File: config.mk
export PLATFORM = sky130hd
export DESIGN_NAME = lcdsc_top
export DESIGN_NICKNAME = d
export VERILOG_FILES = /design/src/core/lcdsc_pkg.sv /design/src/core/lcdsc_top.sv
export VERILOG_INCLUDE_DIRS = /design/src /design/src/core
export SDC_FILE = /design/constraint.sdc
export NUM_CORES = 1
export LEC_CHECK = 0
export ABC_AREA = 1
export BUFFER_PORTS_ARGS = -buffer_cell sky130_fd_sc_hd__buf_4
export CORE_ASPECT_RATIO = 0.9
export CORE_MARGIN = 3
export CORE_UTILIZATION = 35
export CTS_BUF_LIST = sky130_fd_sc_hd__clkbuf_8
export DETAILED_ROUTE_END_ITERATION = 6
export PLACE_DENSITY = 0.66
export SYNTH_ARGS = -nofsm -noshare
export SYNTH_HDL_FRONTEND = slang
export SYNTH_SLANG_ARGS = --single-unit
File: constraint.sdc
create_clock -name clock -period 3 [get_ports clock]
set_clock_uncertainty 0.05 [all_clocks]
set_input_delay 0 -clock clock [delete_from_list [all_inputs] [get_ports clock]]
set_output_delay 0 -clock clock [all_outputs]
set_load 0.005 [all_outputs]
File: src/core/lcdsc_params.svh
// register map, field positions and reset values of the lcd driver
// assumes a 32-bit apb slave with word-aligned registers
`ifndef LCDSC_PARAMS_SVH
`define LCDSC_PARAMS_SVH
`define LCDSC_OFF_CTRL 12'h000
`define LCDSC_OFF_PRESC 12'h004
`define LCDSC_OFF_BREF 12'h008
`define LCDSC_OFF_LADDER 12'h00C
`define LCDSC_OFF_STAT 12'h010
`define LCDSC_OFF_SEGEN 12'h014
`define LCDSC_OFF_PIX0 12'h040
`define LCDSC_OFF_PIXN 12'h06C
`define LCDSC_PIX_REGS 12
// control fields
`define LCDSC_CT_CCS 0
`define LCDSC_CT_CSRC 2
`define LCDSC_CT_WTB 4
`define LCDSC_CT_SLP 5
`define LCDSC_CT_EN 6
`define LCDSC_CT_WRITE_BLOCKED_FLAG 7
`define LCDSC_CT_ACT 8
// bias reference fields
`define LCDSC_BR_SRC 0
`define LCDSC_BR_AUTO 2
`define LCDSC_BR_VPIN 3
`define LCDSC_BR_TAP 8
// ladder fields
`define LCDSC_LD_ATIME 0
`define LCDSC_LD_BPWR 4
`define LCDSC_LD_APWR 6
// status fields
`define LCDSC_ST_SHUT 0
`define LCDSC_ST_FRAME 1
// clock sources and reference sources
`define LCDSC_CS_SYS 2'h0
`define LCDSC_CS_XO 2'h1
`define LCDSC_CS_IO 2'h2
`define LCDSC_RS_OFF 2'h0
`define LCDSC_RS_IO 2'h1
`define LCDSC_RS_FVR 2'h2
// timing
`define LCDSC_SYS_DIV 8'hFF
`define LCDSC_BASE 7'h20
`define LCDSC_HALF 7'h10
`define LCDSC_RST_WORD 32'h0
`endif

File: src/core/lcdsc_pkg.sv
// types shared by the lcd segment/common driver
// assumes lcdsc_params.svh is in the include path
package lcdsc_pkg;
    typedef enum logic [1:0] {LCDSC_IDLE, LCDSC_RUN, LCDSC_HALT} lcdsc_st_e;

    typedef struct packed {
        logic psel;
        logic penable;
        logic pwrite;
        logic [11:0] paddr;
        logic [31:0] pwdata;
    } lcdsc_apb_s;

    typedef struct packed {
        lcdsc_st_e st;
        logic [1:0] ccs;
        logic [1:0] csrc;
        logic wtb;
        logic sleep_stop_select;
        logic en;
        logic write_blocked_flag;
        logic act;
        logic [3:0] ps;
        logic [10:0] bref;
        logic [7:0] lad;
        logic [23:0] seg_en;
        logic [11:0][7:0] pix;
        logic f_shut;
        logic f_frame;
        logic [7:0] div;
        logic [3:0] pre;
        logic [6:0] cnt;
        logic [1:0] common_line;
        logic fphase;
        logic wwin;
        logic [31:0] rdata;
    } lcdsc_state_s;
endpackage

File: src/core/lcdsc_top.sv
// lcd segment/common driver: apb registers, frame timing, pin mapping
// assumes clock is the system oscillator, tick inputs are one-cycle
// pulses already synchronous to clock, apb master per the amba spec
//
// Contract
// [RQ1] contrast ladder open while module inactive
// [RQ2] three-bit tap select, 111 largest cut
// [RQ3] reference off, io supply or triple fvr
// [RQ4] reference forced off while inactive
// [RQ5] fvr buffer off in mode b with auto
// [RQ6] fvr enable requested automatically when needed
// [RQ7] three bias pins, independent enables
// [RQ8] common count select picks active commons
// [RQ9] active common pins ignore pin direction
// [RQ10] segment enable overrides pin direction
// [RQ11] segment enables clear after reset
// [RQ12] spare pixel bits are plain storage
// [RQ13] pixel index 3k plus s/8
// [RQ14] frame rate from k, commons, prescale, 32
// [RQ15] three selectable timing clock sources
// [RQ16] type a slice phase, type b frame phase
// [RQ17] dark pixel high rms, no dc
// [RQ18] sysosc clock halts immediately in sleep
// [RQ19] software sleeps only at zero dc
// [RQ20] interrupt when active goes inactive
// [RQ21] frame interrupt in type b
// [RQ22] 4-bit hidden prescaler, 1:1 to 1:16
// [RQ23] no frame interrupt type a or static
// [RQ24] blocked type b write sets error flag
// [RQ25] disable finishes frame, then inactive
// [RQ26] interrupt flag sticky until software clears
//
// Register access over APB and the register addresses were decided locally.
`include "lcdsc_params.svh"
module lcdsc_top
    import lcdsc_pkg::*;
(
    input wire logic clock,
    input wire logic nrst,
    input wire logic psel,
    input wire logic penable,
    input wire logic pwrite,
    input wire logic [11:0] paddr,
    input wire logic [31:0] pwdata,
    output logic [31:0] prdata,
    output logic pready,
    output logic pslverr,
    input wire logic lfxo_tick,
    input wire logic lfio_tick,
    input wire logic sleep_req,
    input wire logic [3:0] com_pin_direction,
    input wire logic [23:0] seg_pin_direction,
    output logic [3:0][1:0] com_level,
    output logic [23:0][1:0] seg_level,
    output logic [3:0] com_lcd_own,
    output logic [3:0] com_oe,
    output logic [23:0] seg_lcd_own,
    output logic [23:0] seg_oe,
    output logic contrast_ladder_on,
    output logic [6:0] contrast_tap,
    output logic ref_io_on,
    output logic ref_fvr_on,
    output logic fvr_enable_req,
    output logic fvr_buffer_on,
    output logic [2:0] bias_pin_en,
    output logic [1:0] ladder_power,
    output logic lcd_irq
);
    lcdsc_state_s s_reg, s_next;
    lcdsc_apb_s bus;

    logic src_tick, base_tick, slice_end, frame_end, halted;
    logic in_a, wr_ok, mapped, wr_acc, rd_setup;
    logic shut_ev, frame_ev;
    logic [7:0] slice_len;
    logic [6:0] half_len, sub;
    logic [1:0] rsrc;
    logic [2:0] tap;
    logic [3:0] com_act;

    assign bus = '{psel, penable, pwrite, paddr, pwdata};
    assign pready = 1'b1;
    assign prdata = s_reg.rdata;
    assign wr_acc = bus.psel & bus.penable & bus.pwrite;
    assign rd_setup = bus.psel & ~bus.penable & ~bus.pwrite;

    always_comb begin
        mapped = 1'b1;
        if (bus.paddr == `LCDSC_OFF_CTRL) begin
            mapped = 1'b1;
        end else if (bus.paddr == `LCDSC_OFF_PRESC) begin
            mapped = 1'b1;
        end else if (bus.paddr == `LCDSC_OFF_BREF) begin
            mapped = 1'b1;
        end else if (bus.paddr == `LCDSC_OFF_LADDER) begin
            mapped = 1'b1;
        end else if (bus.paddr == `LCDSC_OFF_STAT) begin
            mapped = 1'b1;
        end else if (bus.paddr == `LCDSC_OFF_SEGEN) begin
            mapped = 1'b1;
        end else if (bus.paddr >= `LCDSC_OFF_PIX0 &&
                     bus.paddr <= `LCDSC_OFF_PIXN &&
                     bus.paddr[1:0] == 2'h0) begin
            mapped = 1'b1;
        end else begin
            mapped = 1'b0;
        end
    end
    assign pslverr = bus.psel & bus.penable & ~mapped;

    // [RQ15] timing clock source pick
    always_comb begin
        case (s_reg.csrc)
            `LCDSC_CS_SYS: src_tick = (s_reg.div == `LCDSC_SYS_DIV);
            `LCDSC_CS_XO: src_tick = lfxo_tick;
            `LCDSC_CS_IO: src_tick = lfio_tick;
            default: src_tick = 1'b0;
        endcase
    end

    // [RQ18] sysosc source stops on sleep
    assign halted = sleep_req &
        (s_reg.sleep_stop_select | (s_reg.csrc == `LCDSC_CS_SYS));

    // [RQ22] hidden prescaler divides source ticks
    assign base_tick = src_tick & (s_reg.pre == s_reg.ps) &
        (s_reg.st == LCDSC_RUN) & ~halted;

    // [RQ14] slice of k*32 base ticks per common
    always_comb begin
        case (s_reg.ccs)
            2'h0: slice_len = {1'b0, `LCDSC_BASE} << 2;
            2'h1: slice_len = {1'b0, `LCDSC_BASE} << 1;
            default: slice_len = {1'b0, `LCDSC_BASE};
        endcase
        half_len = slice_len[7:1];
    end
    // static slice of 128 needs the eighth bit
    assign slice_end = base_tick &
        ({1'b0, s_reg.cnt} == slice_len - 8'h01);
    assign frame_end = slice_end & (s_reg.common_line == s_reg.ccs);
    assign shut_ev = frame_end & ~s_reg.en;
    assign frame_ev = frame_end & s_reg.wtb & (s_reg.ccs != 2'h0) &
        s_reg.fphase;

    // [RQ5] ladder mode a just after each transition
    assign sub = (~s_reg.wtb && s_reg.cnt >= half_len) ?
        s_reg.cnt - half_len : s_reg.cnt;
    assign in_a = sub < {4'h0, s_reg.lad[`LCDSC_LD_ATIME +: 3]};

    // [RQ24] type b multiplexed writes only in the window
    assign wr_ok = ~(s_reg.act & s_reg.wtb & (s_reg.ccs != 2'h0)) |
        s_reg.wwin;

    always_comb begin
        s_next = s_reg;
        s_next.div = s_reg.div + 8'h01;
        if (src_tick && s_reg.st == LCDSC_RUN && !halted) begin
            s_next.pre = (s_reg.pre == s_reg.ps) ? 4'h0 :
                s_reg.pre + 4'h1;
        end
        if (base_tick) begin
            s_next.cnt = slice_end ? 7'h00 : s_reg.cnt + 7'h01;
        end
        if (slice_end) begin
            s_next.common_line = frame_end ? 2'h0 : s_reg.common_line + 2'h1;
            s_next.wwin = 1'b0;
        end
        case (s_reg.st)
            LCDSC_IDLE: begin
                if (s_reg.en) begin
                    s_next.st = LCDSC_RUN;
                    s_next.act = 1'b1;
                    s_next.cnt = 7'h00;
                    s_next.common_line = 2'h0;
                    s_next.pre = 4'h0;
                    s_next.fphase = 1'b0;
                end
            end
            LCDSC_RUN: begin
                if (halted) begin
                    s_next.st = LCDSC_HALT;
                end else if (frame_end) begin
                    // [RQ16] type b phase flips per frame
                    s_next.fphase = ~s_reg.fphase;
                    // [RQ21] frame irq on pair boundary
                    // [RQ23] none for type a or static
                    if (s_reg.wtb && s_reg.ccs != 2'h0 && s_reg.fphase) begin
                        s_next.f_frame = 1'b1;
                        s_next.wwin = 1'b1;
                    end
                    // [RQ25] shut down only at frame end
                    if (!s_reg.en) begin
                        s_next.st = LCDSC_IDLE;
                        s_next.act = 1'b0;
                        // [RQ20] active to inactive raises irq
                        s_next.f_shut = 1'b1;
                    end
                end
            end
            LCDSC_HALT: begin
                if (!sleep_req) begin
                    s_next.st = LCDSC_RUN;
                end
            end
            default: s_next.st = LCDSC_IDLE;
        endcase
        if (rd_setup) begin
            s_next.rdata = `LCDSC_RST_WORD;
            if (bus.paddr == `LCDSC_OFF_CTRL) begin
                s_next.rdata[8:0] = {s_reg.act, s_reg.write_blocked_flag, s_reg.en,
                    s_reg.sleep_stop_select, s_reg.wtb, s_reg.csrc, s_reg.ccs};
            end else if (bus.paddr == `LCDSC_OFF_PRESC) begin
                s_next.rdata[3:0] = s_reg.ps;
            end else if (bus.paddr == `LCDSC_OFF_BREF) begin
                s_next.rdata[10:0] = s_reg.bref;
            end else if (bus.paddr == `LCDSC_OFF_LADDER) begin
                s_next.rdata[7:0] = s_reg.lad & 8'hF7;
            end else if (bus.paddr == `LCDSC_OFF_STAT) begin
                s_next.rdata[1:0] = {s_reg.f_frame, s_reg.f_shut};
            end else if (bus.paddr == `LCDSC_OFF_SEGEN) begin
                s_next.rdata[23:0] = s_reg.seg_en;
            end else if (mapped) begin
                s_next.rdata[7:0] = s_reg.pix[bus.paddr[5:2]];
            end
        end
        if (wr_acc) begin
            if (bus.paddr == `LCDSC_OFF_CTRL) begin
                s_next.ccs = bus.pwdata[`LCDSC_CT_CCS +: 2];
                s_next.csrc = bus.pwdata[`LCDSC_CT_CSRC +: 2];
                s_next.wtb = bus.pwdata[`LCDSC_CT_WTB];
                s_next.sleep_stop_select = bus.pwdata[`LCDSC_CT_SLP];
                s_next.en = bus.pwdata[`LCDSC_CT_EN];
                if (bus.pwdata[`LCDSC_CT_WRITE_BLOCKED_FLAG]) begin
                    s_next.write_blocked_flag = 1'b0;
                end
            end else if (bus.paddr == `LCDSC_OFF_PRESC) begin
                s_next.ps = bus.pwdata[3:0];
            end else if (bus.paddr == `LCDSC_OFF_BREF) begin
                s_next.bref = bus.pwdata[10:0];
            end else if (bus.paddr == `LCDSC_OFF_LADDER) begin
                s_next.lad = bus.pwdata[7:0] & 8'hF7;
            end else if (bus.paddr == `LCDSC_OFF_STAT) begin
                // [RQ26] write one clears, new event wins
                if (bus.pwdata[`LCDSC_ST_SHUT] && !shut_ev) begin
                    s_next.f_shut = 1'b0;
                end
                if (bus.pwdata[`LCDSC_ST_FRAME] && !frame_ev) begin
                    s_next.f_frame = 1'b0;
                end
            end else if (bus.paddr == `LCDSC_OFF_SEGEN) begin
                s_next.seg_en = bus.pwdata[23:0];
            end else if (mapped) begin
                // [RQ12] spare pixel bits are stored like the used ones
                if (wr_ok) begin
                    s_next.pix[bus.paddr[5:2]] = bus.pwdata[7:0];
                end else begin
                    // [RQ24] blocked write flags error
                    s_next.write_blocked_flag = 1'b1;
                end
            end
        end
    end

    // [RQ11] all enables and pixel bits zero at reset
    always_ff @(posedge clock or negedge nrst) begin
        if (!nrst) begin
            s_reg <= '{st: LCDSC_IDLE, default: '0};
        end else begin
            s_reg <= s_next;
        end
    end

    // [RQ8] common count select gives active commons
    genvar g;
    generate
        for (g = 0; g < 4; g = g + 1) begin : g_com
            logic sel;
            logic ph;
            assign com_act[g] = s_reg.act && (g <= s_reg.ccs);
            assign sel = (s_reg.common_line == g);
            // [RQ16] type a halves the slice, type b per frame
            assign ph = s_reg.wtb ? s_reg.fphase : (s_reg.cnt >= half_len);
            // [RQ9] active common overrides pin direction
            assign com_lcd_own[g] = com_act[g];
            assign com_oe[g] = com_act[g] | ~com_pin_direction[g];
            assign com_level[g] = (!com_act[g] || s_reg.st == LCDSC_HALT &&
                s_reg.sleep_stop_select) ? 2'h0 :
                sel ? (ph ? 2'h3 : 2'h0) : (ph ? 2'h1 : 2'h2);
        end
        for (g = 0; g < 24; g = g + 1) begin : g_seg
            logic dark;
            logic ph;
            // [RQ13] byte 3k plus s/8, bit s mod 8
            assign dark = s_reg.pix[{2'h0, s_reg.common_line} * 4'h3 + g / 8][g % 8];
            assign ph = s_reg.wtb ? s_reg.fphase : (s_reg.cnt >= half_len);
            // [RQ10] segment enable overrides pin direction
            assign seg_lcd_own[g] = s_reg.seg_en[g];
            assign seg_oe[g] = s_reg.seg_en[g] | ~seg_pin_direction[g];
            // [RQ17] dark opposes common, clear sits near it
            assign seg_level[g] = (!s_reg.act || s_reg.st == LCDSC_HALT &&
                s_reg.sleep_stop_select) ? 2'h0 :
                dark ? (ph ? 2'h0 : 2'h3) : (ph ? 2'h2 : 2'h1);
        end
    endgenerate

    assign rsrc = s_reg.bref[`LCDSC_BR_SRC +: 2];
    assign tap = s_reg.bref[`LCDSC_BR_TAP +: 3];
    // [RQ3] selected source, only while active
    // [RQ4] inactive forces the reference off
    assign ref_io_on = s_reg.act & (rsrc == `LCDSC_RS_IO);
    assign ref_fvr_on = s_reg.act & (rsrc == `LCDSC_RS_FVR);
    // [RQ6] fvr request follows the bias need
    assign fvr_enable_req = ref_fvr_on;
    // [RQ5] buffer sleeps in ladder mode b when the auto bit is set
    assign fvr_buffer_on = ref_fvr_on &
        ~(s_reg.bref[`LCDSC_BR_AUTO] & ~in_a);
    // [RQ1] ladder closed only when active with a reference
    assign contrast_ladder_on = ref_io_on | ref_fvr_on;
    // [RQ2] tap n-1 for value n, zero leaves every tap open
    always_comb begin
        contrast_tap = 7'h00;
        if (contrast_ladder_on && tap != 3'h0) begin
            contrast_tap[tap - 3'h1] = 1'b1;
        end
    end
    // [RQ7] pin enables independent of the ladder
    assign bias_pin_en = s_reg.bref[`LCDSC_BR_VPIN +: 3];
    assign ladder_power = !s_reg.act ? 2'h0 : in_a ?
        s_reg.lad[`LCDSC_LD_APWR +: 2] : s_reg.lad[`LCDSC_LD_BPWR +: 2];
    // [RQ20] sticky flags drive the irq level
    assign lcd_irq = s_reg.f_shut | s_reg.f_frame;
endmodule

Word level (Yosys, flattened, before mapping)
Cells that the tools add are included.

Flip-flop bits (word level): 202. Bits in latches: 0. Output and inout bits: 164. Memories: 0. Bits in read-only memories: 0. Input bits: 80. Logic and storage cells: 392. Bits in writable memories: 0.

$lt $le $gt $ge: 14. Add/sub/neg operators: 9. Equality and inequality tests: 33. Muxes and demuxes: 158. Reduce and logical (&&, ||, !) cells: 47. $mul: 1. Bitwise logic cells: 97. Divide/modulo/power cells: 0. Shift-type cells: 0.

Operators by type and width (count): 2-bit 2-to-1 mux (81); 22-bit 2-to-1 mux (6); 8-bit binary-select mux with 4-bit select (4); 8-bit 2-to-1 mux (14); 96-bit bitwise mux (1); 1-bit inverter (44); 8-bit demux with 4-bit select (1); 16-bit 2-to-1 mux (2); 1-bit bitwise OR (32); 1-bit 2-to-1 mux (29); 7-bit 2-to-1 mux (4); 13-bit 2-to-1 mux (2); 12-bit by 4-bit equality test with 1-bit output (second input constant) (2); 12-bit by 5-bit equality test with 1-bit output (second input constant) (2); 1-bit AND (21); 20-bit 2-to-1 mux (1); 2-bit != test (second input constant) (10); 9-bit AND reduction (2); 1-bit logical AND (16); 8-bit one-hot mux with 2 select lines (1); 15-bit 2-to-1 mux (1); 14-bit 2-to-1 mux (1); 12-bit by 3-bit equality test with 1-bit output (second input constant) (1); 12-bit by 7-bit >= comparator with 1-bit output (second input constant) (1); other kinds (46) (80).

Depth between registers and ports, before layout
Gate-level depths: netlist of run 1.

Depth after elaboration: 28. Gate-level depth with buffers: 15. Mapped depth without buffers: 14.

Worst setup path after synthesis of run 1
Ideal clock, no wire load.

Path kind: reg-to-output. Start: register s_reg[208] (netlist name). End: output port seg_level[10] (netlist name). Cell stages (with the launch flop): 10. Setup slack: 0.235 ns. Arrival: 2.715 ns. Buffers on the path: 2. Cell sequence: dfrtp_1 -> buf_2 -> or2_2 -> ha_1 -> a21oi_1 -> o21bai_1 -> nand2_1 -> nand2_1 -> nor2_1 -> buf_4.

RTL lines: start, declared (RTL line lcdsc_top.sv:69) `lcdsc_state_s s_reg, s_next;`; start signal, assigned (RTL line lcdsc_top.sv:270) `s_reg <= s_next;`; end, declared (RTL line lcdsc_top.sv:54) `output logic [23:0][1:0] seg_level,`.

==> impl_metrics.py, run 1 <==
metrics = {
    "status": {
        "status": "finished clean",
    },
    "placed_design": {
        "port_buffers": 226,
        "place_area_sq_um": 14700,
        "dpl.hpwl_um": 33000,
        "gp_congestion": 0.948,
    },
    "floorplan": {
        "start_util_pct": 35.9,
        "coreArea_sq_um": 36600,
        "die_h_um": 190,
        "io_pins": 244,
        "core.rowCount": 66,
        "die_area_sq_um": 39900,
        "die_x_um": 210,
    },
    "setup_path": {
        "cp_slowest_cell": "o31ai_1",
        "path_buf_inv": 3,
        "cp-start-kind": "flop",
        "crit_type": "flop to primary output",
        "critPathArrivalTime_ps": 2860,
        "end_kind": "primary output",
        "path_delay_family": "compound AO/OA/AOI/OAI gates",
        "cp_max_fo": 52,
        "crit_chain": "inv_1 > ha_1 > buf_8 > nand2_1 > o31ai_1 > xnor2_1 > nor2_1 > buf_4",
        "max_stage_delay_ps": 530,
        "worstPathRequired_ps": 2950,
    },
    "global_routing": {
        "grt_max_degree": 78,
        "antenna_found_initial": 1,
        "grt-ovfl-total": 0,
        "grt_use_total_pct": 21.8,
        "grt_pass1_wl_um": 68700,
        "first_global_vias": 12002,
    },
    "layout": {
        "fin_nets": 2151,
        "mostFrequentLayoutCells": "525 x nand2_1, 255 x buf_4, 218 x inv_1",
        "largest_reg_flops": 148,
        "area_delta_synth_final_pct": 22.0,
        "final_area_sq_um": 16000,
        "mostFrequentLayoutCell": "nand2_1",
        "regArea_sq_um": 5060,
        "multi_input_area_sq_um": 6340,
        "fill_cells": 3712,
        "layout-drive-gt1-share_pct": 18.2,
    },
    "power_and_ir_drop": {
        "ir_drop_mv": 0.228,
        "p_leak_uw": 0.00779,
        "power_density_nw_per_um2": 386,
        "total_power_uw": 6190,
    },
    "timing": {
        "period_share_pct": 96.9,
        "rsz0062_at_grt": "yes",
        "tightestPinTransition_ps": 925,
        "final.min_clock_period_ps": 2910,
        "holdWs_ps": 1.52,
        "maxSlewViolCount": 0,
        "fmax_ghz": 0.344,
        "slew_headroom_pct": 38.3,
        "setup_violations": 0,
        "hold_viol": 0,
    },
    "synthesis": {
        "synth-seq-area-share_pct": 38.5,
        "synth_area_leaders": "dfrtp_1 39%, nand2_1 15%, o21ai_0 8.0%, inv_1 6.0%, buf_4 4.9%",
        "synth-warning-count": 0,
        "synth_top_area_share_pct": 38.5,
        "synth_area_per_cell_sq_um": 6.99,
        "synth-edff-count": 0,
        "syn_inst": 1879,
        "synthArstFlopShare_pct": 100,
        "yosys.area.top_type": "dfrtp_1",
        "synth_cell_types": 50,
        "synthFlopType": "dfrtp_1",
        "ys_ff_latch": 202,
        "syn_area_sq_um": 13100,
    },
    "route": {
        "ant_nets": 0,
        "vias": 12926,
        "drc": 0,
        "drt-total-wl_um": 45100,
        "routed_via_density": 5.06,
        "drt_iter0_drc": 1186,
        "wire_per_inst_um": 17.7,
        "firstDrtPassIters": 5,
    },
    "job": {
        "cap_violations": 0,
    },
    "clocking": {
        "clk_path_buf_depth": 3,
        "htree_levels": 2,
        "worstSkewPairLatency_ps": 560,
        "cts_tree": "done",
        "cts_buffers": 38,
        "root_buffer": "clkbuf_8",
        "clk_pin_slew_ps": 60,
        "cts.sinks": 202,
    },
    "worst_hold_path": {
        "hold_class": "input pin to asynchronous set/reset pin",
    },
}
## Yosys cell counts (9+ instances only)
library cell / n
nand2_1: 527
o21ai_0: 210
inv_1: 209
dfrtp_1: 202
nor2_1: 157
o21ai_1: 98
buf_4: 85
nand3_1: 65
a21oi_1: 60
clkbuf_1: 59
ha_1: 18
buf_2: 16
xnor2_1: 14
mux2i_1: 13
nor3_1: 13
xor2_1: 13
o22ai_1: 10
or2_2: 10
nand3_4: 9
nand4_1: 9
o31ai_1: 9
## per-layer routing
layer	part of all wire [%]	vias to the layer above	track usage, %	wire [um]
li1	-	6260	-	-
met1	44	6068	30.3	19800
met2	46	517	34.6	20500
met3	8.0	81	4.55	3630
met4	2.7	0	5.65	1200
met5	0	-	0	0
## final cells by class
cell class                      count  area share (%)
Tap cell                          476            3.72
Multi-Input combinational cell   1297            39.6
Inverter                          218            5.19
Clock buffer                       50            4.30
Timing Repair Buffer              295            14.9
Clock inverter                     17           0.742
Sequential cell                   202            31.6
Antenna cell                        1          0.0156
## metrics by stage
stage          cells  worst slack, ps  util (%)  TNS (ps)
2_1_floorplan   1886              235         -         0
3_3_place_gp    2451              392      40.3         0
3_5_place_dp    2451              354      40.3         0
4_1_cts         2550             24.3      43.4         0
5_1_grt         2556            -49.7      43.8      -187
6_report        2556             93.6      43.8         0
## logic make-up after synthesis
logic type               count (synthesis)  synth area share [%]
buffers and inverters                  387                  13.9
flip-flops                             202                  38.5
AND/OR/NAND/NOR                        810                  25.9
other                                    2                0.0572
XOR/XNOR                                27                  1.80
adder cells (fa/ha/maj)                 19                  1.87
multiplexers                            14                  1.08
AO/OA/AOI/OAI                          418                  16.9
## worst register-to-register path: stages, from the launching register on
cell and delay (ps):
dfrtp_1 470, inv_1 230, nor2_1 360, inv_1 190, nor3_1 400, nor2_2 110, nand3_4 110, nor2_4 50
nand2_2 250, nand2_1 90, o21ai_1 100
## path summary, 6_finish.rpt
| kind | start | to | slack, ps | depth (start not counted) |
|---|---|---|---|---|
| max reg2reg | com_lcd_own[0]$_DFFE_PN0P_ | s_reg[66]$_DFFE_PN0P_ | 480 | 10 |
| max | s_reg[35]$_DFF_PN0_ | seg_level[23] | 90 | 8 |
| max in group asynchronous | nrst | s_reg[48]$_DFF_PN0_ | 2030 | 3 |
| min | nrst | s_reg[113]$_DFFE_PN0P_ | 2 | 2 |
| min reg2reg | s_reg[47]$_DFF_PN0_ | s_reg[47]$_DFF_PN0_ | 400 | 1 |
| min in group clock | paddr[4] | s_reg[147]$_DFFE_PN0P_ | 50 | 4 |
## power by group
part	leakage (uW)	total (uW)	switching, uW	internal [uW]
Combinational	0.00475	532	327	204
Sequential	0.00259	2790	28.7	2760
Clock	0.000449	2870	1280	1590
## timing repair
| action | 4_1_cts | 5_1_grt |
|---|---|---|
| setup endpoints to repair | 28 | 54 |
| hold buffers | 30 | 0 |
| cloned | 0 | 1 |
| pin swaps | 0 | 2 |
| hold endpoints to repair | 153 | 0 |
| buffers inserted | 2 | 4 |
| gates resized for setup | 11 | 20 |
Power figures use the tool's default switching activity.
==> inputs of run 2 (changes only) <==
ABC_CLOCK_PERIOD_IN_PS = 3000   (was not set)
CORE_UTILIZATION = 53   (was 35)
PLACE_DENSITY = 0.88   (was 0.66)
SKIP_CTS_REPAIR_TIMING = 1   (was not set)
==> impl_metrics.py, run 2 (synthesized netlist as in run 1, its figures left out) <==
metrics = {
    "status": {
        "status": "complete, but fails checks",
        "violations": "DRC",
    },
    "timing": {
        "final.min_clock_period_ps": 2890,
        "fin_setup_tns_ps": 0,
        "fmax_ghz": 0.346,
        "worst_slack_ps": 106,
        "tightestPinTransition_ps": 897,
        "hold_viol": 0,
        "setup_violations": 0,
        "maxSlewViolCount": 0,
        "slew_headroom_pct": 40.1,
        "period_share_pct": 96.5,
    },
    "global_routing": {
        "grt-ovfl-total": 0,
        "antenna_found_initial": 0,
        "grt_max_degree": 102,
        "grt_use_total_pct": 31.5,
        "grt_pass1_wl_um": 66700,
        "first_global_vias": 12365,
    },
    "setup_path": {
        "critPathArrivalTime_ps": 2840,
        "worstPathRequired_ps": 2950,
        "max_stage_delay_ps": 420,
        "cp_max_fo": 4,
        "cp_slowest_cell": "fa_1",
        "end_kind": "primary output",
        "crit_chain": "inv_1 > or2_2 > fa_1 > a211oi_1 > o21ai_0 > nand3_1 > nand3_2 > o21ai_0 > nor2_1 > buf_4",
        "cp-start-kind": "flop",
        "crit_type": "flop to primary output",
        "r2r-start": "s_reg[206]$_DFFE_PN0P_",
        "rrSetupSlack_ps": 390,
        "r2r-end": "s_reg[209]$_DFFE_PN0P_",
        "reg2reg_depth": 11,
        "cp_common_cell": "o21ai_0",
    },
    "floorplan": {
        "start_util_pct": 55.0,
        "io_pins": 244,
        "die_area_sq_um": 26700,
        "die_x_um": 172,
        "die_h_um": 155,
        "coreArea_sq_um": 23900,
        "core.rowCount": 53,
    },
    "worst_hold_path": {
        "hold_class": "input pin to flop",
        "min_from": "lfio_tick",
        "holdPathEnd": "s_reg[43]$_DFF_PN0_",
        "hold_depth": 7,
    },
    "route": {
        "firstDrtPassIters": 7,
        "drt-total-wl_um": 45200,
        "ant_nets": 0,
        "routed_via_density": 5.73,
        "wire_per_inst_um": 19.0,
        "drc": 8,
        "vias": 13633,
        "drt_iter0_drc": 1780,
    },
    "layout": {
        "area_delta_synth_final_pct": 20.3,
        "mostFrequentLayoutCells": "526 x nand2_1, 263 x buf_4, 212 x inv_1",
        "fin_nets": 2156,
        "largest_reg_flops": 148,
        "layout-drive-gt1-share_pct": 18.6,
        "final_area_sq_um": 15800,
        "mostFrequentLayoutCell": "nand2_1",
        "finish.utilization_pct": 66.1,
        "diodes": 0,
    },
    "power_and_ir_drop": {
        "total_power_uw": 6010,
        "power_density_nw_per_um2": 381,
        "ir_drop_mv": 0.341,
        "p_leak_uw": 0.00777,
    },
    "clocking": {
        "root_buffer": "clkbuf_8",
        "worstSkewPairLatency_ps": 550,
        "cts.sinks": 202,
        "clk_path_buf_depth": 3,
        "htree_levels": 2,
        "cts_buffers": 35,
        "cts_tree": "done",
        "clk_pin_slew_ps": 70,
    },
    "placed_design": {
        "dp_slack_ps": 494,
        "place_area_sq_um": 14500,
        "port_buffers": 226,
        "dpl.hpwl_um": 31100,
        "gp_congestion": 1.00,
    },
    "job": {
        "cap_violations": 0,
    },
}
## run 2: cell count changes in the layout (fill, tap and decap cells not counted), moves of 3 or more
cell	previous run	this run
clkbuf_8	52	44
ha_2	0	3
inv_1	218	212
ha_1	17	14
buf_4	255	263
## run 2: critical path, delay by kind of cell, from the launching register on
kind                     cells  cell delay (ps)
AO/OA/AOI/OAI                3              560
adder cells (fa/ha/maj)      1              420
buffers and inverters        2              230
flip-flops                   1              410
AND/OR/NAND/NOR              4              660
## run 2: worst max-delay path by stage
| stage | start | endpoint | slack, ps | cells past startpoint |
|---|---|---|---|---|
| 2_1_floorplan | s_reg[208]$_DFFE_PN0P_ | seg_level[10] | 240 | 9 |
| 6_report | s_reg[207]$_DFFE_PN0P_ | ladder_power[0] | 110 | 10 |
| 3_5_place_dp | s_reg[35]$_DFF_PN0_ | seg_level[11] | 490 | 11 |
| 5_1_grt | s_reg[207]$_DFFE_PN0P_ | ladder_power[1] | -9 | 11 |
| 3_3_place_gp | s_reg[34]$_DFF_PN0_ | seg_level[23] | 520 | 12 |
| 4_1_cts | s_reg[35]$_DFF_PN0_ | seg_level[11] | -110 | 11 |
## run 2: report_power, final
| group | total, uW | internal [uW] | switching (uW) |
|---|---|---|---|
| registers | 2790 | 2760 | 29.3 |
| clock network | 2690 | 1480 | 1220 |
| logic | 529 | 203 | 327 |
| total | 6010 | 4440 | 1570 |
## run 2: cell type report
| type | count | area [sq um] |
|---|---|---|
| timing repair buffer | 303 | 2470 |
| tap | 302 | 378 |
| fill | 1957 | 8090 |
| clock inverter | 15 | 139 |
| sequential | 202 | 5060 |
| inverter | 218 | 831 |
| clock buffer | 43 | 592 |
| multi-input combinational | 1297 | 6310 |
## run 2: per-stage QoR
stage                     std cells  hold WS (ps)
after CTS                      2335          -470
after global routing           2380          61.7
after global placement         2277          97.6
after detailed placement       2277           105
final                          2380          8.71
after floorplan                1886          -346
## run 2: metal layers
metal  vias to the layer above  wire length, um  GRT usage (%)  part of all wire (%)
met5                         -                0              0                     0
met4                         0             1840           11.9                   4.1
met3                       135             4670           5.61                    10
met2                       869            21300           50.6                    47
met1                      6353            17400           42.8                    38
li1                       6276                -              -                     -
